`config.mk`:
```
export PLATFORM = sky130hd
export DESIGN_NAME = csi_core
export DESIGN_NICKNAME = d
export VERILOG_FILES = /design/src/core/csi_pkg.sv /design/src/core/csi_regfile.sv /design/src/core/csi_core.sv
export VERILOG_INCLUDE_DIRS = /design/src /design/src/core
export SDC_FILE = /design/constraint.sdc
export NUM_CORES = 1
export LEC_CHECK = 0
export BUFFER_PORTS_ARGS = -buffer_cell sky130_fd_sc_hd__buf_2
export CAP_MARGIN = 20
export CORE_AREA = 10 10 221 223
export CTS_BUF_LIST = sky130_fd_sc_hd__clkbuf_4
export DETAILED_ROUTE_END_ITERATION = 6
export DIE_AREA = 0 0 231 233
export PLACE_DENSITY = 0.68
export SKIP_CTS_REPAIR_TIMING = 1
export SLEW_MARGIN = 10
export SYNTH_ARGS = -nofsm -noshare
export SYNTH_HDL_FRONTEND = slang
export SYNTH_HIERARCHICAL = 1
export SYNTH_SLANG_ARGS = --single-unit
```
`constraint.sdc`:
```
create_clock -name pclk -period 5.3 [get_ports pclk]
set_clock_uncertainty 0.1 [all_clocks]
set_input_delay 1.59 -clock pclk [delete_from_list [all_inputs] [get_ports pclk]]
set_output_delay 1.59 -clock pclk [all_outputs]
set_load 0.02 [all_outputs]
```
`src/core/csi_defs.svh`:
```
// Constants for the cpu status, stack and interrupt block.
// Included by the core and bench files; definitions only.
`ifndef CSI_DEFS_SVH
`define CSI_DEFS_SVH
`define CSI_FLAG_C 3'd0
`define CSI_FLAG_Z 3'd1
`define CSI_FLAG_N 3'd2
`define CSI_FLAG_V 3'd3
`define CSI_FLAG_S 3'd4
`define CSI_FLAG_H 3'd5
`define CSI_FLAG_T 3'd6
`define CSI_FLAG_I 3'd7
`define CSI_ADDR_FLAGS 12'h000
`define CSI_ADDR_SP_LO 12'h004
`define CSI_ADDR_SP_HI 12'h008
`define CSI_ADDR_IRQ_EN 12'h00c
`define CSI_ADDR_IRQ_FLAG 12'h010
`define CSI_ADDR_CTRL 12'h014
`define CSI_ADDR_STATE 12'h018
`define CSI_RST_FLAGS 8'h00
`define CSI_RST_SP 8'h00
`define CSI_ENTRY_NS 400
`define CSI_CLK_NS 100
`define CSI_ENTRY_CYC ((`CSI_ENTRY_NS + `CSI_CLK_NS - 1) / `CSI_CLK_NS)
`endif

```
`src/core/csi_pkg.sv`:
```
// Types for the cpu status, stack and interrupt block.
// No constants here; those live in csi_defs.svh.
package csi_pkg;
  typedef enum logic [3:0] {
    CSI_OP_NONE = 4'b0000,
    CSI_OP_PUSH = 4'b0001,
    CSI_OP_POP = 4'b0010,
    CSI_OP_CALL = 4'b0011,
    CSI_OP_RET = 4'b0100,
    CSI_OP_IRQ_RET = 4'b0101,
    CSI_OP_CLI = 4'b0110,
    CSI_OP_SEI = 4'b0111,
    CSI_OP_BIT_STORE = 4'b1000,
    CSI_OP_BIT_LOAD = 4'b1001
  } csi_op_e;
  typedef enum logic [1:0] {
    CSI_ST_RUN = 2'b00,
    CSI_ST_ENTRY = 2'b01,
    CSI_ST_SHADOW = 2'b10
  } csi_state_e;
endpackage

```
`src/core/csi_regfile.sv`:
```
// 32 x 8 working register file with two read ports and a
// byte or word write port. Writes land on the rising clock edge.
`timescale 1ns/1ps
module csi_regfile #(
  parameter int NREG = 32
) (
  // Clock and reset
  input wire logic pclk,
  input wire logic presetn,
  // Read ports
  input wire logic [4:0] rd_a_idx,
  input wire logic [4:0] rd_b_idx,
  output logic [7:0] rd_a,
  output logic [7:0] rd_b,
  output logic [15:0] rd_word,
  // Write port
  input wire logic wr_en,
  input wire logic wr_wide,
  input wire logic [4:0] wr_idx,
  input wire logic [15:0] wr_data,
  // Pointers
  output logic [15:0] ptr_x,
  output logic [15:0] ptr_y,
  output logic [15:0] ptr_z
);
  logic [7:0] regs [NREG];
  logic [4:0] wr_hi_idx;

  // Word accesses use an even pair, low byte first
  assign wr_hi_idx = {wr_idx[4:1], 1'b1};
  assign rd_a = regs[rd_a_idx];
  assign rd_b = regs[rd_b_idx];
  assign rd_word = {regs[{rd_a_idx[4:1], 1'b1}], regs[{rd_a_idx[4:1], 1'b0}]};
  assign ptr_x = {regs[27], regs[26]};
  assign ptr_y = {regs[29], regs[28]};
  assign ptr_z = {regs[31], regs[30]};

  always_ff @(posedge pclk or negedge presetn) begin
    if (!presetn) begin
      for (int i = 0; i < NREG; i++) begin
        regs[i] <= 8'h00;
      end
    end else if (wr_en) begin
      if (wr_wide) begin
        regs[{wr_idx[4:1], 1'b0}] <= wr_data[7:0];
        regs[wr_hi_idx] <= wr_data[15:8];
      end else begin
        regs[wr_idx] <= wr_data[7:0];
      end
    end
  end
endmodule // csi_regfile

```
`src/core/csi_core.sv`:
```
// Status flags, register file port, stack pointer and interrupt
// controller, with an APB slave for the software-visible registers.
// Assumes a sequencer issuing one op per cycle and holding while busy.
//
// Operation
// - T flag at bit 6; bit store copies register bit in, load copies out.
// - Half carry at bit 5 records low-nibble carry where defined.
// - Sign at bit 4 is always N xor V.
// - Overflow at bit 3 follows signed overflow of the result.
// - N bit 2, Z bit 1, C bit 0 follow ALU or logic results.
// - Register file supports 8/8, 2x8/8, 2x8/16 and 16/16 schemes.
// - R26 to R31 form X, Y, Z 16-bit pointers.
// - Stack grows down; push decrements by one, pop increments by one.
// - Call or interrupt entry subtracts two; returns add two.
// - Stack pointer visible as high and low 8-bit read/write registers.
// - Two-operand ALU result is written back in one clock.
// - Interrupt accepted only with its enable and global enable set.
// - Lower vector index has higher priority; reset vector lowest.
// - Vectors move to boot start by select bit; reset by fuse.
// - Boot lock bits can block interrupts based on program counter.
// - Acceptance clears global enable; interrupt return sets it.
// - Flag sources clear on vectoring and on software write of one.
// - Flags stay pending while disabled, served later in priority order.
// - Level sources request only while their condition is present.
// - After return one instruction runs first; flags not saved.
// - Interrupt disable acts at once, even on a same-cycle request.
// - Global enable at bit 7; clear masks every source.
// - At least four cycles from acceptance to vector execution.
`timescale 1ns/1ps
`include "csi_defs.svh"
module csi_core #(
  parameter int NIRQ = 8,
  parameter int PC_W = 13,
  parameter int SP_W = 16,
  parameter logic [PC_W-1:0] BOOT_START = 13'h1c00,
  parameter logic [NIRQ-1:0] LEVEL_MASK = 8'h00
) (
  // Clock and reset
  input wire logic pclk,
  input wire logic presetn,
  // APB slave
  input wire logic psel,
  input wire logic penable,
  input wire logic pwrite,
  input wire logic [11:0] paddr,
  input wire logic [31:0] pwdata,
  output logic [31:0] prdata,
  output logic pready,
  output logic pslverr,
  // Sequencer op
  input wire logic op_valid,
  input wire csi_pkg::csi_op_e op_code,
  input wire logic instr_done,
  input wire logic [PC_W-1:0] pc,
  // ALU result and flag update
  input wire logic alu_wr,
  input wire logic alu_wide,
  input wire logic [4:0] alu_dst,
  input wire logic [15:0] alu_result,
  input wire logic [7:0] alu_flag_mask,
  input wire logic alu_c,
  input wire logic alu_z,
  input wire logic alu_n,
  input wire logic alu_v,
  input wire logic alu_h,
  // Register file read and bit select
  input wire logic [4:0] rd_a_idx,
  input wire logic [4:0] rd_b_idx,
  input wire logic [2:0] bit_sel,
  output logic [7:0] rd_a,
  output logic [7:0] rd_b,
  output logic [15:0] rd_word,
  output logic [15:0] ptr_x,
  output logic [15:0] ptr_y,
  output logic [15:0] ptr_z,
  // Interrupt sources and straps
  input wire logic [NIRQ-1:0] irq_event,
  input wire logic [NIRQ-1:0] irq_level,
  input wire logic boot_reset_fuse,
  input wire logic app_lock_bit,
  input wire logic boot_lock_bit,
  // Interrupt and stack results
  output logic irq_take,
  output logic [PC_W-1:0] irq_vector,
  output logic [PC_W-1:0] reset_vector,
  output logic seq_busy,
  output logic [SP_W-1:0] stack_ptr,
  output logic [7:0] cpu_flags_out
);
  localparam int IDX_W = $clog2(NIRQ + 1);
  localparam logic [2:0] ENTRY_LAST = 3'(`CSI_ENTRY_CYC - 1);

  logic [7:0] cpu_flags;
  logic [7:0] stack_pointer_low;
  logic [7:0] stack_pointer_high;
  logic [NIRQ-1:0] irq_enable;
  logic [NIRQ-1:0] irq_flag;
  logic vector_relocate_bit;
  csi_pkg::csi_state_e state;
  logic [2:0] entry_cnt;
  logic [IDX_W-1:0] held_idx;
  logic [31:0] prdata_q;

  logic [7:0] next_flags;
  logic [SP_W-1:0] next_sp;
  logic [NIRQ-1:0] next_flag;

  // Fixed priority: lowest index wins
  function automatic logic [IDX_W-1:0] pick_lowest(
    input logic [NIRQ-1:0] req
  );
    logic [IDX_W-1:0] idx;
    idx = '0;
    for (int i = NIRQ - 1; i >= 0; i--) begin
      if (req[i]) begin
        idx = IDX_W'(i);
      end
    end
    return idx;
  endfunction

  // APB decode
  wire apb_setup = psel && !penable;
  wire apb_wr = psel && penable && pwrite;
  wire hit_flags = paddr == `CSI_ADDR_FLAGS;
  wire hit_sp_lo = paddr == `CSI_ADDR_SP_LO;
  wire hit_sp_hi = paddr == `CSI_ADDR_SP_HI;
  wire hit_en = paddr == `CSI_ADDR_IRQ_EN;
  wire hit_flag = paddr == `CSI_ADDR_IRQ_FLAG;
  wire hit_ctrl = paddr == `CSI_ADDR_CTRL;
  wire hit_state = paddr == `CSI_ADDR_STATE;
  wire hit_any = hit_flags || hit_sp_lo || hit_sp_hi || hit_en || hit_flag ||
    hit_ctrl || hit_state;

  // Op decode
  wire op_push = op_valid && op_code == csi_pkg::CSI_OP_PUSH;
  wire op_pop = op_valid && op_code == csi_pkg::CSI_OP_POP;
  wire op_call = op_valid && op_code == csi_pkg::CSI_OP_CALL;
  wire op_ret = op_valid && op_code == csi_pkg::CSI_OP_RET;
  wire op_irq_ret = op_valid && op_code == csi_pkg::CSI_OP_IRQ_RET;
  wire op_cli = op_valid && op_code == csi_pkg::CSI_OP_CLI;
  wire op_sei = op_valid && op_code == csi_pkg::CSI_OP_SEI;
  wire op_bit_store = op_valid && op_code == csi_pkg::CSI_OP_BIT_STORE;
  wire op_bit_load = op_valid && op_code == csi_pkg::CSI_OP_BIT_LOAD;

  // Interrupt request qualification
  wire [NIRQ-1:0] src_req = (irq_flag & ~LEVEL_MASK) |
    (irq_level & LEVEL_MASK);
  wire [NIRQ-1:0] armed = src_req & irq_enable;
  wire in_boot = pc >= BOOT_START;
  wire lock_block = in_boot ? boot_lock_bit : app_lock_bit;
  wire gie = cpu_flags[`CSI_FLAG_I];
  wire can_take = gie && !op_cli && !op_irq_ret && instr_done &&
    state == csi_pkg::CSI_ST_RUN && !lock_block;
  wire take_now = can_take && |armed;
  wire [IDX_W-1:0] take_idx = pick_lowest(armed);
  wire [NIRQ-1:0] take_onehot = take_now ?
    NIRQ'(1) << take_idx : '0;
  wire entry_done = state == csi_pkg::CSI_ST_ENTRY &&
    entry_cnt == ENTRY_LAST;

  // Vector base, relocatable
  wire [PC_W-1:0] vec_base = vector_relocate_bit ?
    BOOT_START : '0;
  assign reset_vector = boot_reset_fuse ? BOOT_START : '0;
  assign irq_vector = vec_base + PC_W'({held_idx, 1'b0} + 2);

  // Bit load writes a single bit of the chosen register
  wire [7:0] bit_load_byte = (rd_a & ~(8'h01 << bit_sel)) |
    (8'(cpu_flags[`CSI_FLAG_T]) << bit_sel);
  wire rf_wr = alu_wr || op_bit_load;
  wire rf_wide = alu_wide && !op_bit_load;
  wire [4:0] rf_idx = op_bit_load ? rd_a_idx : alu_dst;
  wire [15:0] rf_data = op_bit_load ? {8'h00, bit_load_byte} :
    alu_result;

  // Flag register next value
  always_comb begin
    next_flags = cpu_flags;
    if (alu_flag_mask[`CSI_FLAG_C]) next_flags[`CSI_FLAG_C] = alu_c;
    if (alu_flag_mask[`CSI_FLAG_Z]) next_flags[`CSI_FLAG_Z] = alu_z;
    if (alu_flag_mask[`CSI_FLAG_N]) next_flags[`CSI_FLAG_N] = alu_n;
    if (alu_flag_mask[`CSI_FLAG_V]) next_flags[`CSI_FLAG_V] = alu_v;
    if (alu_flag_mask[`CSI_FLAG_H]) next_flags[`CSI_FLAG_H] = alu_h;
    if (op_bit_store) next_flags[`CSI_FLAG_T] = rd_a[bit_sel];
    if (apb_wr && hit_flags) next_flags = pwdata[7:0];
    if (op_sei) next_flags[`CSI_FLAG_I] = 1'b1;
    if (op_cli) next_flags[`CSI_FLAG_I] = 1'b0;
    if (op_irq_ret) next_flags[`CSI_FLAG_I] = 1'b1;
    if (take_now) next_flags[`CSI_FLAG_I] = 1'b0;
    next_flags[`CSI_FLAG_S] = next_flags[`CSI_FLAG_N] ^
      next_flags[`CSI_FLAG_V];
  end

  // Stack pointer next value
  always_comb begin
    next_sp = {stack_pointer_high, stack_pointer_low};
    if (apb_wr && hit_sp_lo) next_sp[7:0] = pwdata[7:0];
    if (apb_wr && hit_sp_hi) next_sp[SP_W-1:8] = pwdata[SP_W-9:0];
    if (op_push) next_sp = next_sp - SP_W'(1);
    if (op_pop) next_sp = next_sp + SP_W'(1);
    if (op_call || take_now) next_sp = next_sp - SP_W'(2);
    if (op_ret || op_irq_ret) next_sp = next_sp + SP_W'(2);
  end

  // Event flags: set beats both clears
  always_comb begin
    next_flag = irq_flag;
    if (apb_wr && hit_flag) next_flag = next_flag & ~pwdata[NIRQ-1:0];
    next_flag = next_flag & ~take_onehot;
    next_flag = (next_flag | irq_event) & ~LEVEL_MASK;
  end

  always_ff @(posedge pclk or negedge presetn) begin
    if (!presetn) begin
      cpu_flags <= `CSI_RST_FLAGS;
      stack_pointer_low <= `CSI_RST_SP;
      stack_pointer_high <= `CSI_RST_SP;
      irq_flag <= '0;
    end else begin
      cpu_flags <= next_flags;
      stack_pointer_low <= next_sp[7:0];
      stack_pointer_high <= next_sp[SP_W-1:8];
      irq_flag <= next_flag;
    end
  end

  always_ff @(posedge pclk or negedge presetn) begin
    if (!presetn) begin
      irq_enable <= '0;
      vector_relocate_bit <= 1'b0;
    end else if (apb_wr && hit_en) begin
      irq_enable <= pwdata[NIRQ-1:0];
    end else if (apb_wr && hit_ctrl) begin
      vector_relocate_bit <= pwdata[0];
    end
  end

  // Entry sequencing; shadow state lets one instruction run after return
  always_ff @(posedge pclk or negedge presetn) begin
    if (!presetn) begin
      state <= csi_pkg::CSI_ST_RUN;
      entry_cnt <= 3'h0;
      held_idx <= '0;
    end else begin
      unique case (state)
        csi_pkg::CSI_ST_RUN: begin
          if (take_now) begin
            state <= csi_pkg::CSI_ST_ENTRY;
            entry_cnt <= 3'h0;
            held_idx <= take_idx;
          end else if (op_irq_ret) begin
            state <= csi_pkg::CSI_ST_SHADOW;
          end
        end
        csi_pkg::CSI_ST_ENTRY: begin
          entry_cnt <= entry_cnt + 3'h1;
          if (entry_done) state <= csi_pkg::CSI_ST_RUN;
        end
        csi_pkg::CSI_ST_SHADOW: begin
          if (instr_done) state <= csi_pkg::CSI_ST_RUN;
        end
        default: state <= csi_pkg::CSI_ST_RUN;
      endcase
    end
  end

  // Read data registered at setup; answer comes in the access phase
  wire [31:0] rd_mux =
    hit_flags ? {24'h0, cpu_flags} :
    hit_sp_lo ? {24'h0, stack_pointer_low} :
    hit_sp_hi ? {24'h0, stack_pointer_high} :
    hit_en ? 32'(irq_enable) :
    hit_flag ? 32'(irq_flag) :
    hit_ctrl ? {31'h0, vector_relocate_bit} :
    hit_state ? {28'h0, entry_cnt, state == csi_pkg::CSI_ST_ENTRY} :
    32'h0;
  always_ff @(posedge pclk or negedge presetn) begin
    if (!presetn) begin
      prdata_q <= 32'h0;
    end else if (apb_setup && !pwrite) begin
      prdata_q <= rd_mux;
    end
  end

  assign prdata = prdata_q;
  assign pready = 1'b1;
  assign pslverr = psel && penable && !hit_any;
  assign irq_take = entry_done;
  assign seq_busy = state == csi_pkg::CSI_ST_ENTRY;
  assign stack_ptr = {stack_pointer_high, stack_pointer_low};
  assign cpu_flags_out = cpu_flags;

  csi_regfile #(
    .NREG(32)
  ) u_regfile (
    .pclk(pclk),
    .presetn(presetn),
    .rd_a_idx(rd_a_idx),
    .rd_b_idx(rd_b_idx),
    .rd_a(rd_a),
    .rd_b(rd_b),
    .rd_word(rd_word),
    .wr_en(rf_wr),
    .wr_wide(rf_wide),
    .wr_idx(rf_idx),
    .wr_data(rf_data),
    .ptr_x(ptr_x),
    .ptr_y(ptr_y),
    .ptr_z(ptr_z)
  );
endmodule // csi_core

```
==> metrics <==
post-route ant nets=0; largest net degree at the start of global routing=94; # IOs=a little over 300; Finished Layout Cells=slightly above 3000; Seq/Total Area, Yosys=0.371; Root Driver=clkbuf_4; layout cells sized above 1=0.419; Worst Path Required=between 5 and 6 ns; number of synthesized register bits=approximately 310; failing checks=design-rule violations, negative setup slack; Layout area overhead=23.0%; # clock sinks=313; Rel. slew slack=0.496; clock tree buffer depth=3; die footprint=around 0.054 sq mm; Die Width=roughly 230 microns; Syn Inst Count=~2000; EDFF count, synth=0; Final TNS setup=-3.30 ns; Setup WS post-layout=-0.552 ns; Post-synth top flop=dfrtp_1; post-detail-place hpwl=61.4 mm; pre-CTS setup slack=-1.49 ns; final hold vios=0; maxcap violations=0; most common cell after layout, fill and taps aside=dfrtp_1; unrepaired setup endpoints after global routing=yes; worst-margin pin slew=about 0.76 ns; period utilization=1.10; Vias=around 19000; Die Y=roughly 230 microns; total gr overflow=0; Unique masters post-synth=84; Final Power=~11 mW; most frequent cells in the layout=dfrtp_1 (313), buf_4 (251), nor2_1 (220); Pwr per Cell Area=between 400 and 500 mW/mm^2; htree depth=3; leakage=11.7 nW; min-delay worst type=register to register; initial antenna violation count=5; Final Max Slew Viols=0; crit path max fanout=4; kind of critical path=input pin to register; total CTS buffers=a little under 90; Mapped Area=about 0.021 sq mm; Pre-Repair DR Iteration Count=7; min Tclk post-route=slightly below 6 ns; CTS tree=yes; fin nets=about 2500; Synth top area share=0.371; placed cells=2868; first-pass GRT wire length=118 mm; largest area contributor in the synthesized netlist=dfrtp_1; GP Congestion=0.986; DP Area=about 0.024 sq mm; Worst setup SP type=input pin; DRC=1; Yosys warning count=6; Synth Area per Inst=10.6 sq um; Critical Path End Type=register; top post-synthesis cells by area=dfrtp_1 (37%), mux4_2 (12%), mux2_2 (9.6%); CP arrival=between 6 and 7 ns; clock latency at the later pin of the worst-skew pair=between 0.8 and 0.9 ns; clock edge transition at the registers on the reported setup and hold paths=roughly 0.060 ns; Avg WL per Cell=26.6 microns; FP Rows=just under 80; final WL=81.2 mm; worst vdd ir=between 0.0002 and 0.0003 V; Starting Density=0.478; Total GRT Usage=0.292; status=complete, but fails checks; core outline area=0.0441 sq mm; fin area=0.0259 sq mm; asr flop ratio synth=1.00; port bufs=between 200 and 250; f_max=171 MHz; setup violators final=10; DR iter-0 viols=between 2000 and 2500; DR vias/cell=approximately 6.2; number of global-route vias before repair=~18000
-- sequential cells by signal, summed over array words and instances (netlist names) --
signal               flops
stack_pointer_high       8
irq_enable               8
cpu_flags_out            8
held_idx                 3
irq_flag                 8
u_regfile/ptr_z         16
entry_cnt                3
u_regfile/ptr_y         16
u_regfile/ptr_x         16
stack_pointer_low        8
prdata                   8
u_regfile/regs         208
state                    2
vector_relocate_bit      1
-- stage by stage --
stage          utilization  hold slack, ns
2_1_floorplan            -           0.323
3_3_place_gp         0.547           0.343
3_5_place_dp         0.548           0.342
4_1_cts              0.575           0.363
5_1_grt              0.588           0.397
6_report             0.588           0.365
-- logic make-up after synthesis --
logic type / Yosys count / synth area share
mux: 465 / 0.299
buf+inv: 242 / 0.0632
fa+ha+maj: 7 / 0.00415
simple gates: 553 / 0.129
compound gates: 353 / 0.106
flops: 313 / 0.371
other cells: 2 / 0.000356
xor+xnor: 60 / 0.0268
-- synth_stat cells (13+ instances only) --
| cell type | instances |
|---|---|
| nor2b_1 | 20 |
| a21oi_1 | 180 |
| mux2_2 | 179 |
| buf_2 | 25 |
| or4_1 | 15 |
| buf_4 | 101 |
| xnor2_1 | 35 |
| mux2i_1 | 170 |
| nand2_1 | 97 |
| nor2_1 | 223 |
| a22oi_1 | 47 |
| mux4_2 | 114 |
| xor2_1 | 22 |
| dfrtp_1 | 313 |
| clkbuf_1 | 89 |
| nand4_1 | 13 |
| and2_1 | 20 |
| nor3_1 | 24 |
| o21ai_0 | 27 |
| nand3_1 | 47 |
| buf_1 | 13 |
| nand2b_1 | 16 |
-- routing by layer --
layer / up-vias / global-route usage / wire length [microns]
met5: - / 0 / 0
met4: 0 / 0.129 / 3800
met3: 207 / 0.0770 / 8070
met2: 1077 / 0.461 / 37400
met1: 9458 / 0.373 / 31900
li1: 8111 / - / -
-- worst max-delay path, cell delays in order --
cell	delay, ns
buf_2	0.10
or4_4	0.53
or4_4	0.58
mux2_4	0.34
inv_4	0.07
ha_4	0.14
or3b_4	0.39
a2111oi_4	0.31
a31oi_2	0.08
a211o_1	0.36
a2111oi_4	0.38
a41oi_2	0.19
xnor2_2	0.26
nand4bb_4	0.16
or3b_1	0.38
a211oi_2	0.26
mux2i_1	0.28
nor3_2	0.05
-- area by class of cell --
class                      instances  area, sq um
sequential                       313         7830
clock inverter                    24          189
clock buffer                     136         1020
fill                            3751        18200
antenna                            3         7.51
timing repair buffer             489         3540
inverter                          12         50.0
multi-input combinational       1479        12600
tap                              592          741
-- worst paths after layout --
check                                     startpoint                     to  slack [ns]  cells after the start
max in group asynchronous                    presetn    u_regfile/regs[147]        3.43                      2
worst max-delay path                        paddr[9]  stack_pointer_high[7]       -0.55                     18
worst min-delay path                        state[0]               state[1]        0.36                      1
min in group asynchronous                    presetn    u_regfile/regs[252]        0.64                      1
worst max register to register  stack_pointer_low[0]  stack_pointer_high[7]        0.97                     15
worst min register to register              state[0]               state[1]        0.36                      1
-- power by group --
group / internal (mW) / switching, mW / leakage [nW]
sequential: 3.03 / 0.792 / 3.80
clock: 1.32 / 1.10 / 0.717
combinational: 2.11 / 2.39 / 7.16
total: 6.46 / 4.28 / 11.7
(Power assumes the default switching activity.)
